[config.mk]
export PLATFORM = sky130hd
export DESIGN_NAME = receiver_status_display_regs
export DESIGN_NICKNAME = d
export VERILOG_FILES = /design/src/rtl/status_display_pkg.sv /design/src/rtl/strength_peak_hold.sv /design/src/rtl/gain_cut_combine.sv /design/src/rtl/receiver_status_display_regs.sv
export SDC_FILE = /design/constraint.sdc
export NUM_CORES = 1
export LEC_CHECK = 0
export BUFFER_PORTS_ARGS = -buffer_cell sky130_fd_sc_hd__buf_2
export CORE_ASPECT_RATIO = 1.1
export CORE_MARGIN = 10
export CORE_UTILIZATION = 49
export CTS_BUF_LIST = sky130_fd_sc_hd__clkbuf_2 sky130_fd_sc_hd__clkbuf_4 sky130_fd_sc_hd__clkbuf_8
export DETAILED_ROUTE_END_ITERATION = 8
export HOLD_SLACK_MARGIN = 0.15
export PLACE_DENSITY = 0.9
export SETUP_SLACK_MARGIN = 0.2
export SYNTH_ARGS = -nofsm -noshare
export SYNTH_HDL_FRONTEND = slang
export SYNTH_SLANG_ARGS = --single-unit
export TNS_END_PERCENT = 100
[constraint.sdc]
create_clock -name mclk -period 2.3 [get_ports mclk]
set_clock_uncertainty 0.15 [all_clocks]
set_input_delay 0.115 -clock mclk [delete_from_list [all_inputs] [get_ports mclk]]
set_output_delay 0.115 -clock mclk [all_outputs]
set_load 0.03 [all_outputs]
[src/rtl/status_display_pkg.sv]
// shared constants and types of the receiver status display registers
package status_display_pkg;

  // ==========================================================================
  // register addresses
  localparam logic [7:0] ADDR_STRENGTH = 8'h20;
  localparam logic [7:0] ADDR_REG_TIMER = 8'h2b;
  localparam logic [7:0] ADDR_GAIN = 8'h2d;

  // ==========================================================================
  // field positions
  localparam int REG_CODE_LSB = 4;
  localparam int GPT_BIT = 2;
  localparam int NRT_BIT = 1;
  localparam int MRT_BIT = 0;
  localparam int AM_NIBBLE_LSB = 4;
  localparam int PM_NIBBLE_LSB = 0;

  // ==========================================================================
  // code limits and reset values
  localparam int CODE_W = 4;
  localparam logic [3:0] REG_CODE_MAX = 4'hf;
  localparam logic [3:0] REG_CODE_MIN = 4'h5;
  localparam logic [3:0] STRENGTH_MAX = 4'hd;
  localparam logic [3:0] GAIN_MAX = 4'hf;
  localparam logic [7:0] STRENGTH_RESET = 8'h00;
  localparam logic [7:0] GAIN_RESET = 8'h00;
  localparam logic [7:0] READ_IDLE = 8'h00;

  // channel index in per-channel arrays
  localparam int CH_PM = 0;
  localparam int CH_AM = 1;
  localparam int NUM_CH = 2;

  // ==========================================================================
  // types
  typedef enum logic {
    SRC_ADJUST,
    SRC_EXTERNAL
  } reg_src_t;

  typedef struct packed {
    logic [3:0] am;
    logic [3:0] pm;
  } chan_pair_t;

  typedef struct packed {
    logic gpt_on;
    logic nrt_on;
    logic mrt_on;
  } timer_flags_t;

  typedef struct packed {
    logic [3:0] reg_cut;
    logic [3:0] squelch_cut;
    logic [3:0] agc_cut;
  } gain_parts_t;

endpackage : status_display_pkg

[src/rtl/strength_peak_hold.sv]
// peak detector for one receive channel signal strength code
`timescale 1ns/10ps
`default_nettype none

module strength_peak_hold
  import status_display_pkg::*;
#(
  parameter int W = CODE_W
) (
  input wire logic mclk,
  input wire logic arst_n,
  input wire logic clear,
  input wire logic level_valid,
  input wire logic [W-1:0] level,
  output logic [W-1:0] peak
);

  // ==========================================================================
  // limit and compare
  logic [W-1:0] peak_q;
  logic [W-1:0] peak_d;
  wire logic [W-1:0] level_cap = (level > W'(STRENGTH_MAX)) ? W'(STRENGTH_MAX) : level;
  wire logic take = level_valid && (level_cap > peak_q);

  // a sample in the clearing cycle starts the new peak instead of being lost
  assign peak_d = clear ? (level_valid ? level_cap : '0) : (take ? level_cap : peak_q);

  // peak register
  always_ff @(posedge mclk or negedge arst_n) begin
    if (!arst_n) begin
      peak_q <= '0;
    end else begin
      peak_q <= peak_d;
    end
  end

  assign peak = peak_q;

endmodule : strength_peak_hold
`default_nettype wire

[src/rtl/gain_cut_combine.sv]
// saturating sum of the three second-stage gain reduction contributions
`timescale 1ns/10ps
`default_nettype none

module gain_cut_combine
  import status_display_pkg::*;
(
  input wire gain_parts_t parts,
  output logic [3:0] total
);

  // ==========================================================================
  // sum with two spare bits, then clip at the top code
  wire logic [5:0] sum = {2'b00, parts.reg_cut} + {2'b00, parts.squelch_cut} + {2'b00, parts.agc_cut};

  assign total = (sum > {2'b00, GAIN_MAX}) ? GAIN_MAX : sum[3:0];

endmodule : gain_cut_combine
`default_nettype wire

[src/rtl/receiver_status_display_regs.sv]
// read-only status display registers of the receiver front end
`timescale 1ns/10ps
`default_nettype none

module receiver_status_display_regs
  import status_display_pkg::*;
#(
  parameter int CODE_BITS = CODE_W
) (
  input wire logic mclk,
  input wire logic arst_n,
  // register port
  input wire logic [7:0] reg_addr,
  input wire logic [7:0] reg_wdata,
  input wire logic reg_wr,
  input wire logic reg_rd,
  output logic [7:0] reg_rdata,
  // commands
  input wire logic set_default,
  input wire logic clear_strength_cmd,
  input wire logic message_start,
  // regulator setting
  input wire logic adjust_done,
  input wire logic [3:0] adjust_code,
  input wire logic reg_mode_ext,
  input wire logic [3:0] ext_reg_code,
  output logic [3:0] applied_reg_code,
  // timers
  input wire timer_flags_t timers_running,
  // receive channel strength samples
  input wire logic am_level_valid,
  input wire logic [3:0] am_level,
  input wire logic pm_level_valid,
  input wire logic [3:0] pm_level,
  input wire logic strength_sel_pm,
  output logic [3:0] selected_strength,
  // gain reduction contributions
  input wire gain_parts_t am_gain_parts,
  input wire gain_parts_t pm_gain_parts
);

  // ==========================================================================
  // elaboration check
  if (CODE_BITS != CODE_W) begin : g_bad_width
    $error("code width must be four bits");
  end

  // ==========================================================================
  // address decode
  function automatic logic is_mapped(input logic [7:0] a);
    is_mapped = (a == ADDR_STRENGTH) || (a == ADDR_REG_TIMER) || (a == ADDR_GAIN);
  endfunction : is_mapped

  wire logic rd_strength = reg_rd && (reg_addr == ADDR_STRENGTH);
  wire logic rd_reg_timer = reg_rd && (reg_addr == ADDR_REG_TIMER);
  wire logic rd_gain = reg_rd && (reg_addr == ADDR_GAIN);
  wire logic rd_unmapped = reg_rd && !is_mapped(reg_addr);

  // writes reach no storage here; the port is accepted and dropped
  wire logic wr_dropped = reg_wr && (reg_wdata == reg_wdata);

  // ==========================================================================
  // regulated voltage code
  logic [3:0] adjust_code_q;
  logic [3:0] adjust_code_d;
  logic [3:0] reg_code_q;
  logic [3:0] reg_code_d;
  reg_src_t reg_src;

  // the adjust result is kept; set-default returns it to the top code
  assign adjust_code_d = set_default ? REG_CODE_MAX : (adjust_done ? adjust_code : adjust_code_q);

  // mode bit chooses which code is applied
  assign reg_src = reg_mode_ext ? SRC_EXTERNAL : SRC_ADJUST;
  wire logic [3:0] reg_code_raw = (reg_src == SRC_EXTERNAL) ? ext_reg_code : adjust_code_d;

  // codes below the lowest step are unused and held at the lowest step
  assign reg_code_d = (reg_code_raw < REG_CODE_MIN) ? REG_CODE_MIN : reg_code_raw;

  // regulator code registers
  always_ff @(posedge mclk or negedge arst_n) begin
    if (!arst_n) begin
      adjust_code_q <= REG_CODE_MAX;
      reg_code_q <= REG_CODE_MAX;
    end else begin
      adjust_code_q <= adjust_code_d;
      reg_code_q <= reg_code_d;
    end
  end

  assign applied_reg_code = reg_code_q;

  // ==========================================================================
  // timer running flags
  timer_flags_t timers_q;

  // flags follow the timers, one cycle behind
  always_ff @(posedge mclk or negedge arst_n) begin
    if (!arst_n) begin
      timers_q <= '0;
    end else begin
      timers_q <= timers_running;
    end
  end

  // ==========================================================================
  // signal strength peaks
  wire logic strength_clear = message_start || clear_strength_cmd || set_default;
  wire logic [NUM_CH-1:0] level_valid_arr = {am_level_valid, pm_level_valid};
  wire logic [NUM_CH-1:0][3:0] level_arr = {am_level, pm_level};
  logic [NUM_CH-1:0][3:0] peak_arr;
  chan_pair_t strength;

  // one peak detector per channel
  for (genvar ch = 0; ch < NUM_CH; ch++) begin : g_peak
    strength_peak_hold #(
      .W(CODE_BITS)
    ) u_peak (
      .mclk(mclk),
      .arst_n(arst_n),
      .clear(strength_clear),
      .level_valid(level_valid_arr[ch]),
      .level(level_arr[ch]),
      .peak(peak_arr[ch])
    );
  end

  assign strength.am = peak_arr[CH_AM];
  assign strength.pm = peak_arr[CH_PM];

  // channel choice for internal use
  logic [3:0] selected_q;

  always_ff @(posedge mclk or negedge arst_n) begin
    if (!arst_n) begin
      selected_q <= '0;
    end else begin
      selected_q <= strength_sel_pm ? strength.pm : strength.am;
    end
  end

  assign selected_strength = selected_q;

  // ==========================================================================
  // gain reduction state
  logic [3:0] am_gain_total;
  logic [3:0] pm_gain_total;
  chan_pair_t gain_q;
  chan_pair_t gain_d;

  gain_cut_combine u_am_gain (
    .parts(am_gain_parts),
    .total(am_gain_total)
  );

  gain_cut_combine u_pm_gain (
    .parts(pm_gain_parts),
    .total(pm_gain_total)
  );

  // set-default shows zero for a cycle, then the live value returns
  assign gain_d = set_default ? chan_pair_t'(GAIN_RESET) : chan_pair_t'({am_gain_total, pm_gain_total});

  always_ff @(posedge mclk or negedge arst_n) begin
    if (!arst_n) begin
      gain_q <= chan_pair_t'(GAIN_RESET);
    end else begin
      gain_q <= gain_d;
    end
  end

  // ==========================================================================
  // read data
  wire logic [7:0] reg_timer_word = {reg_code_q, 1'b0, timers_q.gpt_on, timers_q.nrt_on, timers_q.mrt_on};
  wire logic [7:0] read_mux = rd_strength ? strength :
                              rd_reg_timer ? reg_timer_word :
                              rd_gain ? gain_q :
                              READ_IDLE;
  logic [7:0] rdata_q;

  // data stand only in the cycle after the read strobe
  always_ff @(posedge mclk or negedge arst_n) begin
    if (!arst_n) begin
      rdata_q <= READ_IDLE;
    end else begin
      rdata_q <= read_mux;
    end
  end

  assign reg_rdata = rdata_q;

  // ==========================================================================
  // checks
  a_regcode_read: assert property (@(posedge mclk) disable iff (!arst_n)
    rd_reg_timer |=> (reg_rdata[7:REG_CODE_LSB] == $past(reg_code_q)) && !reg_rdata[3])
    else $error("regulator code read back wrong");

  a_regcode_default: assert property (@(posedge mclk) disable iff (!arst_n)
    set_default && !reg_mode_ext |=> applied_reg_code == REG_CODE_MAX)
    else $error("set-default did not apply top code");

  a_regcode_range: assert property (@(posedge mclk) disable iff (!arst_n)
    applied_reg_code >= REG_CODE_MIN)
    else $error("applied code below lowest step");

  a_timer_flags: assert property (@(posedge mclk) disable iff (!arst_n)
    rd_reg_timer ##1 $past(arst_n, 2) |-> (reg_rdata[GPT_BIT] == $past(timers_running.gpt_on, 2))
      && (reg_rdata[NRT_BIT] == $past(timers_running.nrt_on, 2))
      && (reg_rdata[MRT_BIT] == $past(timers_running.mrt_on, 2)))
    else $error("timer flags not shown");

  a_am_peak_read: assert property (@(posedge mclk) disable iff (!arst_n)
    rd_strength |=> reg_rdata[7:AM_NIBBLE_LSB] == $past(peak_arr[CH_AM]))
    else $error("am peak read back wrong");

  a_pm_peak_hold: assert property (@(posedge mclk) disable iff (!arst_n)
    !strength_clear && pm_level_valid && (pm_level <= STRENGTH_MAX) && (pm_level > strength.pm)
      |=> strength.pm == $past(pm_level))
    else $error("pm peak not taken");

  a_peak_clear: assert property (@(posedge mclk) disable iff (!arst_n)
    (message_start || clear_strength_cmd) && !am_level_valid && !pm_level_valid |=> strength == STRENGTH_RESET)
    else $error("peaks not cleared");

  a_default_zero: assert property (@(posedge mclk) disable iff (!arst_n)
    set_default && !am_level_valid && !pm_level_valid |=> strength == STRENGTH_RESET)
    else $error("strength not zero after set-default");

  a_strength_cap: assert property (@(posedge mclk) disable iff (!arst_n)
    (strength.am <= STRENGTH_MAX) && (strength.pm <= STRENGTH_MAX))
    else $error("unused strength code held");

  a_gain_read: assert property (@(posedge mclk) disable iff (!arst_n)
    !set_default ##1 rd_gain |=> reg_rdata[7:AM_NIBBLE_LSB] == $past(am_gain_total, 2))
    else $error("am gain reduction read wrong");

  a_gain_pm: assert property (@(posedge mclk) disable iff (!arst_n)
    !set_default |=> gain_q.pm == $past(pm_gain_total))
    else $error("pm gain reduction wrong");

  a_sel_channel: assert property (@(posedge mclk) disable iff (!arst_n)
    strength_sel_pm |=> selected_strength == $past(strength.pm))
    else $error("selected strength is not pm");

  a_ext_source: assert property (@(posedge mclk) disable iff (!arst_n)
    reg_mode_ext && (ext_reg_code >= REG_CODE_MIN) |=> applied_reg_code == $past(ext_reg_code))
    else $error("external code not applied");

  a_unmapped_zero: assert property (@(posedge mclk) disable iff (!arst_n)
    (rd_unmapped || (wr_dropped && !reg_rd)) |=> reg_rdata == READ_IDLE)
    else $error("unmapped read or write gave data");

  a_gain_default: assert property (@(posedge mclk) disable iff (!arst_n)
    set_default |=> gain_q == GAIN_RESET)
    else $error("gain reduction not zero after set-default");

  a_gain_am: assert property (@(posedge mclk) disable iff (!arst_n)
    !set_default |=> gain_q.am == $past(am_gain_total))
    else $error("am gain reduction wrong");

  a_pm_peak_read: assert property (@(posedge mclk) disable iff (!arst_n)
    rd_strength |=> reg_rdata[AM_NIBBLE_LSB-1:PM_NIBBLE_LSB] == $past(peak_arr[CH_PM]))
    else $error("pm peak read back wrong");

  a_am_peak_hold: assert property (@(posedge mclk) disable iff (!arst_n)
    !strength_clear && am_level_valid && (am_level <= STRENGTH_MAX) && (am_level > strength.am)
      |=> strength.am == $past(am_level))
    else $error("am peak not taken");

  a_peak_keep: assert property (@(posedge mclk) disable iff (!arst_n)
    !strength_clear |=> (strength.am >= $past(strength.am)) && (strength.pm >= $past(strength.pm)))
    else $error("peak dropped without clear");

  a_sel_am: assert property (@(posedge mclk) disable iff (!arst_n)
    !strength_sel_pm |=> selected_strength == $past(strength.am))
    else $error("selected strength is not am");

  a_adjust_source: assert property (@(posedge mclk) disable iff (!arst_n)
    !reg_mode_ext && !set_default && adjust_done && (adjust_code >= REG_CODE_MIN) |=> applied_reg_code == $past(adjust_code))
    else $error("adjust result not applied");

  a_adjust_hold: assert property (@(posedge mclk) disable iff (!arst_n)
    !set_default && !adjust_done |=> adjust_code_q == $past(adjust_code_q))
    else $error("stored adjust result changed");

  a_rdata_idle: assert property (@(posedge mclk) disable iff (!arst_n)
    !reg_rd |=> reg_rdata == READ_IDLE)
    else $error("read data without read strobe");

endmodule : receiver_status_display_regs
`default_nettype wire

# Word level (Yosys, flattened, before mapping)
# Index checks and enable logic that the tools add are counted.
# op_classes
magnitude_cmp	7
n_reduce_logical	9
n_addsub	4
muxes	20
n_eq_ne	3
# op_table
cell	n
two-way mux 4 bit	15
two-way mux 8 bit	4
equality test 8 x 6 -> 1 bit (second input constant)	3
adder 6 x 4 -> 6 bit	2
> comparator 6 x 4 -> 1 bit (second input constant)	2
adder 4 x 4 -> 5 bit	2
> comparator 4 bit	2
> comparator 4 bit (second input constant)	2
logical AND 1 bit	5
less-than comparator 4 x 3 -> 1 bit (second input constant)	1
nonzero test 2 bit	2
logical OR 1 bit	2
two-way mux 1 bit	1
# word_totals
inputBits	71
ff_bits	39

# Logic depth before layout (Yosys ltp)
# logic_depth
ltp_word	6
mapped_depth	9
depth_no_buf	9

# Modules after synthesis
# A second synthesis with hierarchy kept.
# unflattened
cells_unflattened	219
hier_area_um2	2378.5
# modules_own_cells
module	area_per_inst_um2	cells_each	instances	seq_area_each_um2
receiver_status_display_regs	1290.0	101	1	785.8
strength_peak_hold	297.8	31	2	100.1
gain_cut_combine	246.5	28	2	0.0

# Worst setup path before layout
# OpenSTA, ideal clock, no wires.
# synth_path
path_kind	input to register
from	in pm_gain_parts[4] in the netlist's numbering
to	reg gain_q[1] in the netlist's numbering
required_time_ps	2013
path_buffers	0
cell_stages	8
slack_ps	105
setup_time_ps	137
t_arrival_ps	1908
path_cell_list	ha_1 inv_1 fa_1 fa_1 nor2b_1 nor4bb_1 mux2_2 a311oi_1
# synth_rtl
element	line_no	text
start: declaration	receiver_status_display_regs.sv:39	input wire gain_parts_t pm_gain_parts
end signal: assignment	receiver_status_display_regs.sv:166	gain_q <= chan_pair_t'(GAIN_RESET);
end signal: assignment	receiver_status_display_regs.sv:168	gain_q <= gain_d;
end: declaration	receiver_status_display_regs.sv:148	chan_pair_t gain_q;

==> impl_metrics.csv <==
group,metric,value,unit
layout,seq_area,986,um2
detailed_routing,drc_errors,0,
timing,fin_crit,2130,ps
status,status,"complete, no violations",
synthesis,postSynthCellCount,237,
power_and_ir_drop,power.density,545,nW/um2
global_routing,grt_overflow_total,0,
detailed_routing,firstDrtPassIters,4,
run,maxCapViolCount,0,
global_routing,antenna_found_initial,0,
worst_setup_path,start_kind,"primary input",
synthesis,synth_top_cell_by_area,"dfrtp_1",
power_and_ir_drop,p_leak,1.78,nW
synthesis,ys_warn_count,0,
layout,drive_gt1_frac,0.364,
layout,multiInputGateArea,1500,um2
global_routing,grt_pass1_wl,11.4,mm
die,core_area,4970,um2
timing,finalSetupTns,0,ps
timing,setup_ws,170,ps
synthesis,ys_seq_elements,39,
global_routing,grt_pass1_vias,2508,
clock_network,cts_buffers,5,
timing,max_slew_margin,0.444,
detailed_routing,via_per_inst,5.57,
detailed_routing,drt_iter0_markers,137,
global_routing,grt_start_max_net_pins,40,
timing,worst_pin_slew,835,ps
layout,nets,459,
die,die_h,95.0,um
synthesis,yosysTopAreaCellShare,0.310,
power_and_ir_drop,peakVddDrop,0.317,mV
synthesis,synth_seq_area_share,0.394,
worst_setup_path,cpMaxStageDelayCell,"fa_2",
clock_network,cts-root-buf,"clkbuf_8",
layout,fillCellCount,315,
synthesis,synth_edf_count,0,
die,initial_core_util,0.504,
layout,diodes,0,
worst_setup_path,worstSetupEndpointType,"flop",
timing,rsz0062_at_grt,"yes",
placed_design,post-dp-hpwl,4.90,mm
detailed_routing,post_drt_wl_per_cell,17.7,um
placed_design,routabilityCongestion,0.762,
die,die_area,8370,um2
die,die_x,88.2,um
timing,fmax,470,MHz
synthesis,syn_avg_cell_area,10.6,um2
synthesis,synth_cell_types,57,
detailed_routing,finalWirelength,7.39,mm
timing,min_period_over_period,0.926,
timing,slew_viol_final,0,
clock_network,numClockSinks,39,
clock_network,cts_tree,"done",
synthesis,synth_nets,337,
placed_design,preCtsSetupSlack,-134,ps
synthesis,synthFlopType,"dfrtp_1",
synthesis,yosys-top-cells-area,"dfrtp_1 31%, ha_1 12%, dfstp_2 8.4%",
global_routing,grtUsageTotal,0.170,
timing,hold_viol_final,0,
worst_setup_path,max_stage_delay,360,ps
synthesis,synthArstFlopShare,1.00,
placed_design,io_buffers,77,
detailed_routing,vias,2330,
clock_network,cts.path.max_buffers,2,
worst_setup_path,cp_max_fo,3,
layout,area_growth,42.9,%
die,ios,87,
clock_network,clk_latency,300,ps
timing,whs,145,ps
clock_network,clk_pin_slew,80,ps
clock_network,htreeDepth,2,
worst_setup_path,path_cells,"buf_2 > ha_1 > inv_1 > fa_2 > xnor2_2 > ha_4 > a21oi_4 > o2111ai_2 > mux2i_2 > a31oi_1",
worst_setup_path,crit_type,"primary input to flop",
detailed_routing,drt.antenna.violating_nets,0,
synthesis,syn_area,2500,um2
worst_setup_path,worstPathArrival,2130,ps
hold_path,hold_path_class,"primary input to flop",
worst_setup_path,critPathRequiredTime,2300,ps
timing,setup_viol,0,
die,rows,27,
[metrics by stage]
stage                     area, um2  utilization  std cells  power [mW]
final                          3580        0.720        418        1.95
after global routing           3580        0.720        418        2.04
after CTS                      3430        0.692        414        1.85
after detailed placement       2940        0.593        367        1.31
after global placement         2940        0.593        367        1.28
after floorplan                2510            -        237        1.14
[area by class of cell]
class	instances	area share
clock buffer	7	0.0252
clock inverter	1	0.00140
sequential	39	0.276
timing repair buffer	123	0.232
tap	58	0.0203
multi-input combinational	164	0.419
inverter	26	0.0273
[per-layer routing]
metal	GRT usage	wire [um]
met3	0.0482	553
met4	0.0838	298
met5	0	0
met2	0.294	3720
met1	0.186	2820
[cells in the final DEF (no fill, tap or decap), types with 2 or more instances in the layout]
cell	n
nor4_4	2
a211o_1	2
inv_1	26
mux2_2	2
nor2b_1	5
dfrtp_1	31
fa_2	3
ha_1	22
nor2_1	12
mux2i_1	8
and2_1	3
a222oi_1	2
xor2_1	2
a21o_1	5
buf_2	77
clkbuf_8	6
ha_4	3
a21oi_1	8
dlygate4sd3_1	39
nand2_1	17
o21ai_0	9
a21boi_2	2
nor3_1	2
or3_1	2
nand2b_1	2
xnor2_1	3
dfstp_2	8
buf_4	7
a31oi_1	5
a22oi_1	5
nand4_1	2
[registers in the layout, indices dropped and copies added, names as in the netlist]
signal	cells
reg_rdata	8
selected_strength	4
g_peak.u_peak.peak	8
gain_q	8
adjust_code_q	4
reg_timer_word	3
applied_reg_code	4
[path summary, 6_finish.rpt]
kind	startpoint	to	slack, ps	depth (start not counted)
min in group asynchronous	arst_n	reg_rdata[2]$_DFF_PN0_	330	2
setup reg to reg	adjust_code_q[3]$_DFF_PN1_	applied_reg_code[2]$_DFF_PN1_	290	6
hold / removal	reg_addr[1]	reg_rdata[3]$_DFF_PN0_	140	3
setup / recovery	am_gain_parts[4]	gain_q[6]$_DFF_PN0_	170	10
hold reg to reg	reg_timer_word[2]$_DFF_PN0_	reg_rdata[2]$_DFF_PN0_	310	2
max in group asynchronous	arst_n	gain_q[1]$_DFF_PN0_	1150	2
[logic make-up (layout without fill, tap and decap cells)]
group | count (synthesis) | count (layout) | share of synthesized area
AND/OR/NAND/NOR | 61 | 61 | 0.151
buffers and inverters | 34 | 157 | 0.0585
XOR/XNOR | 6 | 6 | 0.0210
multiplexers | 13 | 13 | 0.0540
flip-flops | 39 | 39 | 0.394
AO/OA/AOI/OAI | 55 | 55 | 0.165
adder cells (fa/ha/maj) | 29 | 29 | 0.157
[power by group]
| group | internal, mW | switching [mW] |
|---|---|---|
| combinational | 0.328 | 0.352 |
| clock | 0.254 | 0.235 |
| sequential | 0.753 | 0.0295 |
[synthesized netlist by cell type (all sizes together), types with 2 or more instances]
| cell | instances |
|---|---|
| mux2 | 4 |
| a211o | 2 |
| xnor2 | 4 |
| xor2 | 2 |
| and2 | 3 |
| nand3 | 2 |
| a21boi | 3 |
| o21ai | 10 |
| ha | 25 |
| a21o | 5 |
| nand2 | 17 |
| or3 | 3 |
| dfrtp | 31 |
| mux2i | 9 |
| nor2b | 6 |
| dfstp | 8 |
| nand2b | 2 |
| buf | 5 |
| a22oi | 5 |
| fa | 4 |
| nor3 | 3 |
| a211oi | 2 |
| clkbuf | 3 |
| nand4 | 2 |
| a222oi | 2 |
| inv | 26 |
| o32ai | 2 |
| nor2 | 12 |
| a21oi | 9 |
| nor4 | 3 |
| a31oi | 6 |
| or2 | 2 |
[critical path, delay by kind of cell]
family | cells | cell delay, ps
mux | 1 | 270
fa+ha+maj | 3 | 790
xor+xnor | 1 | 240
compound gates | 3 | 570
buf+inv | 2 | 140
[what timing repair did]
item                                   CTS  global route
hold buffers                            39             0
endpoints found under the hold margin   67             0
gates resized for setup                  2            18
pin swaps                                0             8
setup buffers                            0             4
cloned                                   0             0
setup endpoints to repair                4            11
Power figures use the tool's default switching activity.
